### config.mk
export PLATFORM = sky130hd
export DESIGN_NAME = urxfb_top
export DESIGN_NICKNAME = d
export VERILOG_FILES = /design/src/urxfb_pkg.sv /design/src/urxfb_tick_if.sv /design/src/urxfb_frame_rx.sv /design/src/urxfb_tick_gen.sv /design/src/urxfb_top.sv
export VERILOG_INCLUDE_DIRS = /design/src
export SDC_FILE = /design/constraint.sdc
export NUM_CORES = 1
export LEC_CHECK = 0
export ABC_AREA = 1
export BUFFER_PORTS_ARGS = -buffer_cell sky130_fd_sc_hd__clkbuf_2
export CORE_MARGIN = 2
export CORE_UTILIZATION = 50
export CTS_BUF_LIST = sky130_fd_sc_hd__clkbuf_2 sky130_fd_sc_hd__clkbuf_4 sky130_fd_sc_hd__clkbuf_8
export CTS_CLUSTER_DIAMETER = 120
export DETAILED_ROUTE_END_ITERATION = 8
export PLACE_DENSITY = 0.68
export SLEW_MARGIN = 10
export SYNTH_ARGS = -nofsm -noshare
export SYNTH_HDL_FRONTEND = slang
export SYNTH_HIERARCHICAL = 1
export SYNTH_SLANG_ARGS = --single-unit
### constraint.sdc
create_clock -name clk -period 4.37 [get_ports clk]
set_input_delay 0.2185 -clock clk [delete_from_list [all_inputs] [get_ports clk]]
set_output_delay 0.2185 -clock clk [all_outputs]
set_load 0.005 [all_outputs]
### src/urxfb_defs.svh
`ifndef URXFB_DEFS_SVH
`define URXFB_DEFS_SVH

// ------------------------------
// Register byte offsets
// ------------------------------
`define URXFB_OFF_LINE_CTRL 12'h01C
`define URXFB_OFF_DIV_INT 12'h024
`define URXFB_OFF_DIV_FRAC 12'h028
`define URXFB_OFF_PORT_CTRL 12'h030
`define URXFB_OFF_RX_STATUS 12'h034
`define URXFB_OFF_RX_DATA 12'h038

// ------------------------------
// Field positions and reset values
// ------------------------------
`define URXFB_LC_PARITY_EN 1
`define URXFB_LC_EVEN_SEL 2
`define URXFB_LC_TWO_STOP 3
`define URXFB_LC_QUEUE_EN 4
`define URXFB_LC_WLEN_LO 5
`define URXFB_LC_STICK 7
`define URXFB_PC_ENABLE 0
`define URXFB_PC_OVS8 1
`define URXFB_LC_RESET 8'h00
`define URXFB_DI_RESET 16'h0000
`define URXFB_DF_RESET 6'h00
`define URXFB_AXI_OKAY 2'b00
`define URXFB_AXI_SLVERR 2'b10

// ------------------------------
// Timing
// ------------------------------
`define URXFB_OVS_SLOW 16
`define URXFB_OVS_FAST 8

`endif

### src/urxfb_pkg.sv
package urxfb_pkg;

    typedef enum logic [2:0] {
        URXFB_IDLE,
        URXFB_START,
        URXFB_DATA,
        URXFB_PARITY,
        URXFB_STOP
    } urxfb_state_e;

    typedef struct packed {
        logic parity_en;
        logic even_sel;
        logic two_stop;
        logic queue_en;
        logic [1:0] word_len;
        logic stick;
    } urxfb_cfg_s;

endpackage : urxfb_pkg

### src/urxfb_tick_if.sv
interface urxfb_tick_if;
    logic [15:0] div_int;
    logic [5:0] div_frac;
    logic ovs8;
    logic load;
    logic tick;

    modport gen
    (
        input div_int,
        input div_frac,
        input ovs8,
        input load,
        output tick
    );
    modport user
    (
        output div_int,
        output div_frac,
        output ovs8,
        output load,
        input tick
    );
endinterface : urxfb_tick_if

### src/urxfb_frame_rx.sv
`include "urxfb_defs.svh"

module urxfb_frame_rx
(
    input wire logic clk,
    input wire logic reset,
    input wire logic ce,
    input wire logic enable,
    input wire logic rx_line,
    input wire urxfb_pkg::urxfb_cfg_s cfg,
    urxfb_tick_if.user t,
    input wire logic [15:0] div_int,
    input wire logic [5:0] div_frac,
    input wire logic ovs8,
    output logic busy,
    output logic done,
    output logic [7:0] data,
    output logic parity_err,
    output logic frame_err
);
    import urxfb_pkg::*;

    urxfb_state_e state_q;
    logic [3:0] os_q;
    logic [2:0] bit_q;
    logic [7:0] sh_q;
    logic par_q;
    logic stop2_q;
    logic load_q;
    logic [3:0] os_last;
    logic [3:0] os_mid;
    logic [2:0] last_bit;
    logic at_end;
    logic at_mid;
    logic exp_par;

    assign os_last = ovs8 ? 4'(`URXFB_OVS_FAST - 1) : 4'(`URXFB_OVS_SLOW - 1);
    assign os_mid = ovs8 ? 4'(`URXFB_OVS_FAST / 2 - 1) : 4'(`URXFB_OVS_SLOW / 2 - 1);
    assign last_bit = {1'b1, cfg.word_len};
    assign at_end = t.tick && os_q == os_last;
    assign at_mid = t.tick && os_q == os_mid;
    // Stick parity forces a constant; otherwise even/odd count of ones.
    assign exp_par = cfg.stick ? ~cfg.even_sel : (par_q ^ ~cfg.even_sel);

    // Divisor is sampled only while idle, so it never moves mid-character.
    assign t.div_int = div_int;
    assign t.div_frac = div_frac;
    assign t.ovs8 = ovs8;
    assign t.load = load_q;
    assign busy = state_q != URXFB_IDLE;

    always_ff @(posedge clk)
    begin
        if (reset)
        begin
            state_q <= URXFB_IDLE;
            os_q <= 4'h0;
            bit_q <= 3'h0;
            sh_q <= 8'h00;
            par_q <= 1'b0;
            stop2_q <= 1'b0;
            load_q <= 1'b1;
            done <= 1'b0;
            data <= 8'h00;
            parity_err <= 1'b0;
            frame_err <= 1'b0;
        end
        else if (ce)
        begin
            done <= 1'b0;
            load_q <= 1'b0;
            if (t.tick && state_q != URXFB_IDLE)
            begin
                os_q <= at_end ? 4'h0 : os_q + 4'h1;
            end
            case (state_q)
                URXFB_IDLE:
                begin
                    load_q <= 1'b1;
                    if (enable && !rx_line)
                    begin
                        state_q <= URXFB_START;
                        os_q <= 4'h0;
                        load_q <= 1'b0;
                    end
                end
                URXFB_START:
                begin
                    if (at_mid && rx_line)
                    begin
                        state_q <= URXFB_IDLE;
                    end
                    else if (at_end)
                    begin
                        state_q <= URXFB_DATA;
                        bit_q <= 3'h0;
                        sh_q <= 8'h00;
                        par_q <= 1'b0;
                    end
                end
                URXFB_DATA:
                begin
                    if (at_mid)
                    begin
                        sh_q[bit_q] <= rx_line;
                        par_q <= par_q ^ rx_line;
                    end
                    if (at_end)
                    begin
                        bit_q <= bit_q + 3'h1;
                        if (bit_q == last_bit)
                        begin
                            state_q <= cfg.parity_en ? URXFB_PARITY : URXFB_STOP;
                            stop2_q <= 1'b0;
                            parity_err <= 1'b0;
                        end
                    end
                end
                URXFB_PARITY:
                begin
                    if (at_mid)
                    begin
                        parity_err <= rx_line != exp_par;
                    end
                    if (at_end)
                    begin
                        state_q <= URXFB_STOP;
                    end
                end
                URXFB_STOP:
                begin
                    if (at_mid)
                    begin
                        if (!rx_line)
                        begin
                            frame_err <= 1'b1;
                        end
                        else if (!stop2_q)
                        begin
                            frame_err <= 1'b0;
                        end
                        if (!cfg.two_stop || stop2_q)
                        begin
                            state_q <= URXFB_IDLE;
                            done <= 1'b1;
                            data <= sh_q;
                        end
                    end
                    if (at_end)
                    begin
                        stop2_q <= 1'b1;
                    end
                end
                default:
                begin
                    state_q <= URXFB_IDLE;
                end
            endcase
        end
    end
endmodule : urxfb_frame_rx

### src/urxfb_tick_gen.sv
`include "urxfb_defs.svh"

module urxfb_tick_gen
(
    input wire logic clk,
    input wire logic reset,
    input wire logic ce,
    urxfb_tick_if.gen t
);
    import urxfb_pkg::*;

    // ------------------------------
    // Fractional divider
    // ------------------------------
    // A 1/64 accumulator stretches one period by a clock on overflow.
    logic [15:0] cnt_q;
    logic [6:0] acc_q;
    logic [6:0] acc_sum;
    logic stretch;
    logic [15:0] period;

    assign acc_sum = {1'b0, acc_q[5:0]} + {1'b0, t.div_frac};
    assign stretch = acc_sum[6];
    assign period = (t.div_int == 16'h0000) ? 16'h0001 : t.div_int;
    assign t.tick = ce && (cnt_q == 16'h0000) && (t.div_int != 16'h0000);

    always_ff @(posedge clk)
    begin
        if (reset || t.load)
        begin
            cnt_q <= 16'h0000;
            acc_q <= 7'h00;
        end
        else if (ce && t.tick)
        begin
            acc_q <= {1'b0, acc_sum[5:0]};
            cnt_q <= stretch ? period : period - 16'h0001;
        end
        else if (ce && cnt_q != 16'h0000)
        begin
            cnt_q <= cnt_q - 16'h0001;
        end
    end
endmodule : urxfb_tick_gen

### src/urxfb_top.sv
// Notes on behaviour
// - With parity enabled a parity bit follows the data and is checked; otherwise none.
// - Parity checks for an even count of ones when even select is 1, odd when 0.
// - Stick parity checks a constant bit: 0 for even select, 1 for odd select.
// - One stop bit is checked, or two when the two-stop select is set.
// - With the queue enabled characters are queued, otherwise one holding slot is used.
// - Word length 00b..11b selects five to eight data bits.
// - With oversampling select 0 each bit spans sixteen divisor periods.
// - With oversampling select 1 each bit spans eight divisor periods.
// - The divisor is a 16-bit integer and a 6-bit fraction in separate registers.
// - A new divisor takes effect only once the current character has completed.
//
// The AXI4-Lite interface to the registers was chosen for this implementation.
`include "urxfb_defs.svh"

module urxfb_top
#(
    parameter int QUEUE_DEPTH = 16
)
(
    input wire logic clk,
    input wire logic reset,
    input wire logic clk_en,
    input wire logic rx_pin,
    input wire logic [11:0] s_axi_awaddr,
    input wire logic s_axi_awvalid,
    output logic s_axi_awready,
    input wire logic [31:0] s_axi_wdata,
    input wire logic [3:0] s_axi_wstrb,
    input wire logic s_axi_wvalid,
    output logic s_axi_wready,
    output logic [1:0] s_axi_bresp,
    output logic s_axi_bvalid,
    input wire logic s_axi_bready,
    input wire logic [11:0] s_axi_araddr,
    input wire logic s_axi_arvalid,
    output logic s_axi_arready,
    output logic [31:0] s_axi_rdata,
    output logic [1:0] s_axi_rresp,
    output logic s_axi_rvalid,
    input wire logic s_axi_rready
);
    import urxfb_pkg::*;

    localparam int QW = $clog2(QUEUE_DEPTH);

    // ------------------------------
    // Pin synchroniser
    // ------------------------------
    // A change is accepted once stages two and three agree.
    logic [2:0] sync_q;
    logic rx_q;

    always_ff @(posedge clk)
    begin
        if (reset)
        begin
            sync_q <= 3'b111;
            rx_q <= 1'b1;
        end
        else if (clk_en)
        begin
            sync_q <= {sync_q[1:0], rx_pin};
            if (sync_q[1] == sync_q[2])
            begin
                rx_q <= sync_q[2];
            end
        end
    end

    // ------------------------------
    // Registers
    // ------------------------------
    logic [7:0] line_ctrl_q;
    logic [15:0] div_int_q;
    logic [5:0] div_frac_q;
    logic enable_q;
    logic ovs8_q;
    urxfb_cfg_s cfg;

    assign cfg.parity_en = line_ctrl_q[`URXFB_LC_PARITY_EN];
    assign cfg.even_sel = line_ctrl_q[`URXFB_LC_EVEN_SEL];
    assign cfg.two_stop = line_ctrl_q[`URXFB_LC_TWO_STOP];
    assign cfg.queue_en = line_ctrl_q[`URXFB_LC_QUEUE_EN];
    assign cfg.word_len = line_ctrl_q[`URXFB_LC_WLEN_LO +: 2];
    assign cfg.stick = line_ctrl_q[`URXFB_LC_STICK];

    // ------------------------------
    // Write channel
    // ------------------------------
    // Address and data are latched independently so either may come first.
    logic aw_full_q;
    logic w_full_q;
    logic [11:0] aw_addr_q;
    logic [31:0] w_data_q;
    logic [3:0] w_strb_q;
    logic do_write;
    logic wr_lc;
    logic wr_di;
    logic wr_df;
    logic wr_pc;
    logic wr_ok;

    assign s_axi_awready = !aw_full_q && !s_axi_bvalid;
    assign s_axi_wready = !w_full_q && !s_axi_bvalid;
    assign do_write = aw_full_q && w_full_q && !s_axi_bvalid && clk_en;
    assign wr_lc = aw_addr_q == `URXFB_OFF_LINE_CTRL;
    assign wr_di = aw_addr_q == `URXFB_OFF_DIV_INT;
    assign wr_df = aw_addr_q == `URXFB_OFF_DIV_FRAC;
    assign wr_pc = aw_addr_q == `URXFB_OFF_PORT_CTRL;
    assign wr_ok = wr_lc || wr_di || wr_df || wr_pc
        || aw_addr_q == `URXFB_OFF_RX_STATUS || aw_addr_q == `URXFB_OFF_RX_DATA;

    always_ff @(posedge clk)
    begin
        if (reset)
        begin
            aw_full_q <= 1'b0;
            w_full_q <= 1'b0;
            aw_addr_q <= 12'h000;
            w_data_q <= 32'h0000_0000;
            w_strb_q <= 4'h0;
            s_axi_bvalid <= 1'b0;
            s_axi_bresp <= `URXFB_AXI_OKAY;
        end
        else if (clk_en)
        begin
            if (s_axi_awvalid && s_axi_awready)
            begin
                aw_full_q <= 1'b1;
                aw_addr_q <= {s_axi_awaddr[11:2], 2'b00};
            end
            if (s_axi_wvalid && s_axi_wready)
            begin
                w_full_q <= 1'b1;
                w_data_q <= s_axi_wdata;
                w_strb_q <= s_axi_wstrb;
            end
            if (do_write)
            begin
                aw_full_q <= 1'b0;
                w_full_q <= 1'b0;
                s_axi_bvalid <= 1'b1;
                s_axi_bresp <= wr_ok ? `URXFB_AXI_OKAY : `URXFB_AXI_SLVERR;
            end
            else if (s_axi_bvalid && s_axi_bready)
            begin
                s_axi_bvalid <= 1'b0;
            end
        end
    end

    always_ff @(posedge clk)
    begin
        if (reset)
        begin
            line_ctrl_q <= `URXFB_LC_RESET;
            div_int_q <= `URXFB_DI_RESET;
            div_frac_q <= `URXFB_DF_RESET;
            enable_q <= 1'b0;
            ovs8_q <= 1'b0;
        end
        else if (do_write)
        begin
            if (wr_lc && w_strb_q[0])
            begin
                line_ctrl_q <= {w_data_q[7:1], 1'b0};
            end
            if (wr_di)
            begin
                if (w_strb_q[0])
                begin
                    div_int_q[7:0] <= w_data_q[7:0];
                end
                if (w_strb_q[1])
                begin
                    div_int_q[15:8] <= w_data_q[15:8];
                end
            end
            if (wr_df && w_strb_q[0])
            begin
                div_frac_q <= w_data_q[5:0];
            end
            if (wr_pc && w_strb_q[0])
            begin
                enable_q <= w_data_q[`URXFB_PC_ENABLE];
                ovs8_q <= w_data_q[`URXFB_PC_OVS8];
            end
        end
    end

    // ------------------------------
    // Divisor in use
    // ------------------------------
    // Software copies move to the active set only between characters.
    logic [15:0] act_int_q;
    logic [5:0] act_frac_q;
    logic act_ovs8_q;
    logic rx_busy;

    always_ff @(posedge clk)
    begin
        if (reset)
        begin
            act_int_q <= `URXFB_DI_RESET;
            act_frac_q <= `URXFB_DF_RESET;
            act_ovs8_q <= 1'b0;
        end
        else if (clk_en && !rx_busy)
        begin
            act_int_q <= div_int_q;
            act_frac_q <= div_frac_q;
            act_ovs8_q <= ovs8_q;
        end
    end

    urxfb_tick_if tick_bus();

    urxfb_tick_gen u_tick
    (
        .clk(clk),
        .reset(reset),
        .ce(clk_en),
        .t(tick_bus.gen)
    );

    logic rx_done;
    logic [7:0] rx_data;
    logic rx_perr;
    logic rx_ferr;

    urxfb_frame_rx u_frame
    (
        .clk(clk),
        .reset(reset),
        .ce(clk_en),
        .enable(enable_q),
        .rx_line(rx_q),
        .cfg(cfg),
        .t(tick_bus.user),
        .div_int(act_int_q),
        .div_frac(act_frac_q),
        .ovs8(act_ovs8_q),
        .busy(rx_busy),
        .done(rx_done),
        .data(rx_data),
        .parity_err(rx_perr),
        .frame_err(rx_ferr)
    );

    // ------------------------------
    // Receive queue
    // ------------------------------
    // In single-character mode the depth collapses to one entry.
    logic [9:0] mem_q [QUEUE_DEPTH];
    logic [QW-1:0] wp_q;
    logic [QW-1:0] rp_q;
    logic [QW:0] cnt_q;
    logic [QW:0] cap;
    logic q_empty;
    logic q_full;
    logic q_push;
    logic q_pop;
    logic rd_data_sel;
    logic overrun_q;

    assign cap = cfg.queue_en ? (QW + 1)'(QUEUE_DEPTH) : (QW + 1)'(1);
    assign q_empty = cnt_q == '0;
    assign q_full = cnt_q >= cap;
    assign q_push = clk_en && rx_done && !q_full;
    assign q_pop = clk_en && s_axi_arvalid && s_axi_arready && rd_data_sel && !q_empty;

    always_ff @(posedge clk)
    begin
        if (q_push)
        begin
            mem_q[wp_q] <= {rx_ferr, rx_perr, rx_data};
        end
    end

    always_ff @(posedge clk)
    begin
        if (reset)
        begin
            wp_q <= '0;
            rp_q <= '0;
            cnt_q <= '0;
            overrun_q <= 1'b0;
        end
        else if (clk_en)
        begin
            wp_q <= q_push ? wp_q + QW'(1) : wp_q;
            rp_q <= q_pop ? rp_q + QW'(1) : rp_q;
            cnt_q <= cnt_q + (QW + 1)'(q_push) - (QW + 1)'(q_pop);
            if (rx_done && q_full)
            begin
                overrun_q <= 1'b1;
            end
            else if (s_axi_arvalid && s_axi_arready && s_axi_araddr[11:2] == 10'h00D)
            begin
                overrun_q <= 1'b0;
            end
        end
    end

    // ------------------------------
    // Read channel
    // ------------------------------
    logic [11:0] ra;
    logic [31:0] rd_mux;
    logic rd_ok;

    assign ra = {s_axi_araddr[11:2], 2'b00};
    assign s_axi_arready = !s_axi_rvalid;
    assign rd_data_sel = ra == `URXFB_OFF_RX_DATA;
    assign rd_ok = ra == `URXFB_OFF_LINE_CTRL || ra == `URXFB_OFF_DIV_INT
        || ra == `URXFB_OFF_DIV_FRAC || ra == `URXFB_OFF_PORT_CTRL
        || ra == `URXFB_OFF_RX_STATUS || rd_data_sel;
    assign rd_mux = ra == `URXFB_OFF_LINE_CTRL ? {24'h00_0000, line_ctrl_q}
        : ra == `URXFB_OFF_DIV_INT ? {16'h0000, div_int_q}
        : ra == `URXFB_OFF_DIV_FRAC ? {26'h000_0000, div_frac_q}
        : ra == `URXFB_OFF_PORT_CTRL ? {30'h0000_0000, ovs8_q, enable_q}
        : ra == `URXFB_OFF_RX_STATUS ? {27'h000_0000, overrun_q, rx_busy, q_full, q_empty,
            rx_q}
        : (rd_data_sel && !q_empty) ? {22'h00_0000, mem_q[rp_q]}
        : 32'h0000_0000;

    always_ff @(posedge clk)
    begin
        if (reset)
        begin
            s_axi_rvalid <= 1'b0;
            s_axi_rdata <= 32'h0000_0000;
            s_axi_rresp <= `URXFB_AXI_OKAY;
        end
        else if (clk_en)
        begin
            if (s_axi_arvalid && s_axi_arready)
            begin
                s_axi_rvalid <= 1'b1;
                s_axi_rdata <= rd_mux;
                s_axi_rresp <= rd_ok ? `URXFB_AXI_OKAY : `URXFB_AXI_SLVERR;
            end
            else if (s_axi_rready)
            begin
                s_axi_rvalid <= 1'b0;
            end
        end
    end
endmodule : urxfb_top

# After elaboration in Yosys (flattened, before gate mapping)
# Memories as Yosys holds them, arrays and structs flattened. A register that Yosys moved wholly into a read port is not among the register bits.
# Index checks and enable logic that the tools add are counted.
word_totals:
  output_inout_bits: 41
  mem_bits_rw: 160
  wordCells: 253
  input_bits: 69
  memories: 1
  register_bits: 194
op_classes:
  n_reduce_logical: 93
  n_mux: 72
  order_cmp: 3
  n_eq_ne: 34
  n_addsub: 9
  bitwise_logic: 3
memory_table:
  columns: ["name", "depth", "word_bits", "read_ports", "rd_clocked_by_memory_dff", "wr", "line_no", "text"]
  rows:
  - ["mem_q", 16, 10, 1, 1, 1, "urxfb_top.sv:255", "logic [9:0] mem_q [QUEUE_DEPTH];"]
op_table:
  columns: ["cell", "count"]
  rows:
  - ["10-bit by 4-bit == test with 1-bit output, second input constant", 10]
  - ["16-bit 2-to-1 mux", 6]
  - ["10-bit 2-to-1 mux", 4]
  - ["3-bit 2-to-1 mux", 13]
  - ["1-bit logical AND", 32]
  - ["16-bit logical NOT", 2]
  - ["16-bit nonzero test", 2]
  - ["16-bit by 1-bit subtractor with 16-bit output, second input constant", 2]
  - ["2-bit AND reduction", 15]
  - ["1-bit 2-to-1 mux", 28]
  - ["4-bit 2-to-1 mux", 7]
  - ["8-bit 2-to-1 mux", 3]
  - ["10-bit by 3-bit == test with 1-bit output, second input constant", 2]
  - ["2-bit by 1-bit != test with 1-bit output, second input constant", 10]
  - ["5-bit AND reduction", 4]
  - ["2-bit nonzero test", 9]
  - ["8-bit case mux with 2 select lines", 1]
  - ["3-bit case mux with 5 select lines", 1]
  - ["4-bit by 1-bit adder with 4-bit output, second input constant", 3]
  - ["1-bit logical OR", 12]
  - ["1-bit logical NOT", 9]
  - ["8-bit bitwise mux", 1]
  - ["4-bit == test", 2]
  - ["4-bit AND reduction", 2]
  - ["other kinds (27)", 34]

# Longest topological paths before layout
logic_depth:
  ltp_word: 9
  depth_mapped: 17
  mapped_depth_nobuf: 16

# Modules after synthesis
# The synthesis kept the hierarchy.
by_module_without_submodules:
  columns: ["mod", "area_each_um2", "seq_area_each_um2", "n_inst", "cells_per_inst"]
  rows:
  - ["urxfb_top", 11807.6, 7327.0, 1, 1236]
  - ["urxfb_tick_gen", 1963.1, 440.4, 1, 301]
  - ["urxfb_frame_rx", 1931.9, 640.6, 1, 291]

# Worst setup path before layout
# OpenSTA, ideal clock, no wires.
synth_path:
  kind: "register -> register"
  startpoint: "register, netlist name cnt_q[0]"
  endpoint: "register, netlist name cnt_q[4]"
  slack_ps: 1332
  required_time_ps: 4248
  setup_time_ps: 122
  n_path_buf: 1
  path_stages_with_launch: 17
  arrival_ps: 2915
  period_less_slack_ps: 3038
  cell_sequence: "dfxtp_1 inv_1 ha_1 inv_1 nor2_1 o21ai_0 nand3_1 buf_1 ha_1 inv_1 ha_1 fa_1 a211o_1 a21oi_1 o21ai_0 o21ai_0 a21oi_1"

==> results.sh <==
export IMPL_dr_total_vias=12643
export IMPL_fin_area_um2=17600
export IMPL_die_x_um=181
export IMPL_drt_iter0_drc=1069
export IMPL_cp_start_kind="flop"
export IMPL_crit_family="adder cells"
export IMPL_nNetsFinal=2011
export IMPL_cts_path_max_buffers=3
export IMPL_cp_buffers_inverters=4
export IMPL_ant_nets=0
export IMPL_yosysWarnings=6
export IMPL_cp_max_fo=9
export IMPL_grt_pass1_vias=11970
export IMPL_fin_crit_ps=3370
export IMPL_max_freq_ghz=0.297
export IMPL_min_from="s_axi_arvalid"
export IMPL_dr_pass1_iters=5
export IMPL_hpwl_um=25400
export IMPL_drt_wl_total_um=38500
export IMPL_grt_pass1_wl_um=62400
export IMPL_die_h_um=181
export IMPL_finalSetupTns_ps=0
export IMPL_drc=0
export IMPL_layout_commonest_cell="nand2_1"
export IMPL_grt_start_max_net_pins=81
export IMPL_core_area_um2=30700
export IMPL_postSynthAreaPerCell_um2=8.59
export IMPL_area_growth_pct=12.4
export IMPL_fp_row_count=64
export IMPL_drv_cap=0
export IMPL_routed_via_density=5.38
export IMPL_peakVddDrop_mv=0.329
export IMPL_routedWlPerCell_um=16.4
export IMPL_dieArea_um2=32800
export IMPL_p_per_area_nw_per_um2=471
export IMPL_diodes=0
export IMPL_numCtsBuffers=54
export IMPL_rsz0062_at_grt="no"
export IMPL_drive_gt1_share_pct=12.5
export IMPL_fin_util_pct=57.3
export IMPL_start_util_pct=51.0
export IMPL_most_common_layout_cells="nand2_1, nor2_1, nand3_1"
export IMPL_slew_headroom_pct=29.4
export IMPL_path_clk_slew_ps=60
export IMPL_rr_startpoint="cnt_q[3]"
export IMPL_gp_congestion=0.901
export IMPL_postPlaceCellArea_um2=16200
export IMPL_grt_total_usage_pct=23.6
export IMPL_status="finished clean"
export IMPL_crit_path_cell_trace="inv_1 > ha_1 > nand2_1 > nor3_1 > buf_4 > nor3_4 > nand2_4 > inv_1 > ha_1 > inv_1 > ha_1 > fa_1 > a211o_1 > a21oi_1 > o21ai_0 > o21ai_0 > a21oi_1"
export IMPL_cts_tree="done"
export IMPL_antenna_found_initial=0
export IMPL_setup_slack_ps=1000
export IMPL_setup_worst_path_start="cnt_q[3]"
export IMPL_period_share_pct=77.0
export IMPL_cp_required_ps=4830
export IMPL_clock_skew_ps=32.0
export IMPL_crit_path_end_kind="flop"
export IMPL_finalHoldViolCount=0
export IMPL_globalRoute_totalOverflow=0
export IMPL_setup_viol_count_final=0
export IMPL_path_class="reg -> reg"
export IMPL_syn_instance_count=1827
export IMPL_clock_sinks=340
export IMPL_holdCritPathClass="in -> reg"
export IMPL_worst_pin_slew_ps=1060
export IMPL_p_leak_uw=0.00691
export IMPL_syn_area_um2=15700
export IMPL_preCtsSetupSlack_ps=1020
export IMPL_io_pins=110
export IMPL_h_tree_depth=2
export IMPL_slowest_stage="fa_1"
export IMPL_cp_data_arrival_time_ps=3830
export IMPL_root_buffer="clkbuf_8"
export IMPL_final_max_slew_viol_count=0
export IMPL_port_buffers=69
export IMPL_cp_slowest_stage_delay_ps=450
export IMPL_worstSkewPairLatency_ps=590
-- stage by stage --
stage / instances / total power (uW) / hold WS (ps)
after detailed placement: 2224 / 5490 / 443
after floorplan: 1844 / 5220 / 343
after global routing: 2350 / 8770 / 70.5
after CTS: 2350 / 8340 / 41.4
final: 2350 / 8300 / 78.7
after global placement: 2224 / 5460 / 434
-- cell type report --
type	instances	area, um2
repair buffers	128	866
well taps	396	495
clock buffers	82	978
multi-input cells	1237	6140
flip-flops and latches	340	8410
clock inverters	13	160
fillers	2771	13100
inverters	154	584
-- registers in the layout, summed over array words and instances (netlist names), 4 cells and up, named ones only --
register      cells
div_int_q        16
act_int_q        16
cnt_q             5
mem_q           160
wp_q              4
aw_addr_q        10
line_ctrl_q       7
u_tick/acc_q      6
s_axi_rdata      16
u_frame/os_q      4
u_tick/cnt_q     16
u_frame/data      8
u_frame/sh_q      8
act_frac_q        6
w_data_q         16
rp_q              4
div_frac_q        6
-- final timing paths --
kind	end	slack [ps]	depth (start not counted)
worst max-delay path	cnt_q[4]	1000	17
worst min register to register	div_int_q[14]	460	2
worst min-delay path	rp_q[0]	80	5
worst max register to register	cnt_q[4]	1000	17
-- worst register-to-register path, stage by stage (launching register included) --
cell	delay [ps]
dfxtp_1	340
inv_1	130
ha_1	210
nand2_1	90
nor3_1	50
buf_4	150
nor3_4	440
nand2_4	120
inv_1	140
ha_1	130
inv_1	40
ha_1	210
fa_1	450
a211o_1	320
a21oi_1	130
o21ai_0	110
o21ai_0	150
a21oi_1	60
-- timing repair --
item / 4_1_cts / 5_1_grt
hold buffers: 31 / 0
endpoints found under the hold margin: 31 / 0
gates resized for setup: 0 / 0
buffers inserted: 0 / 0
-- power by group --
part | switching, uW | internal, uW | leakage, uW
clock | 1230 | 1610 | 0.000610
sequential | 182 | 3480 | 0.00260
combinational | 1170 | 634 | 0.00369
-- routing by layer --
metal / global-route usage [%] / routed length [um]
met4: 7.71 / 1050
met2: 37.7 / 17500
met3: 4.05 / 2740
met5: 0 / 0
met1: 32.7 / 17200
Power figures use the tool's default switching activity.
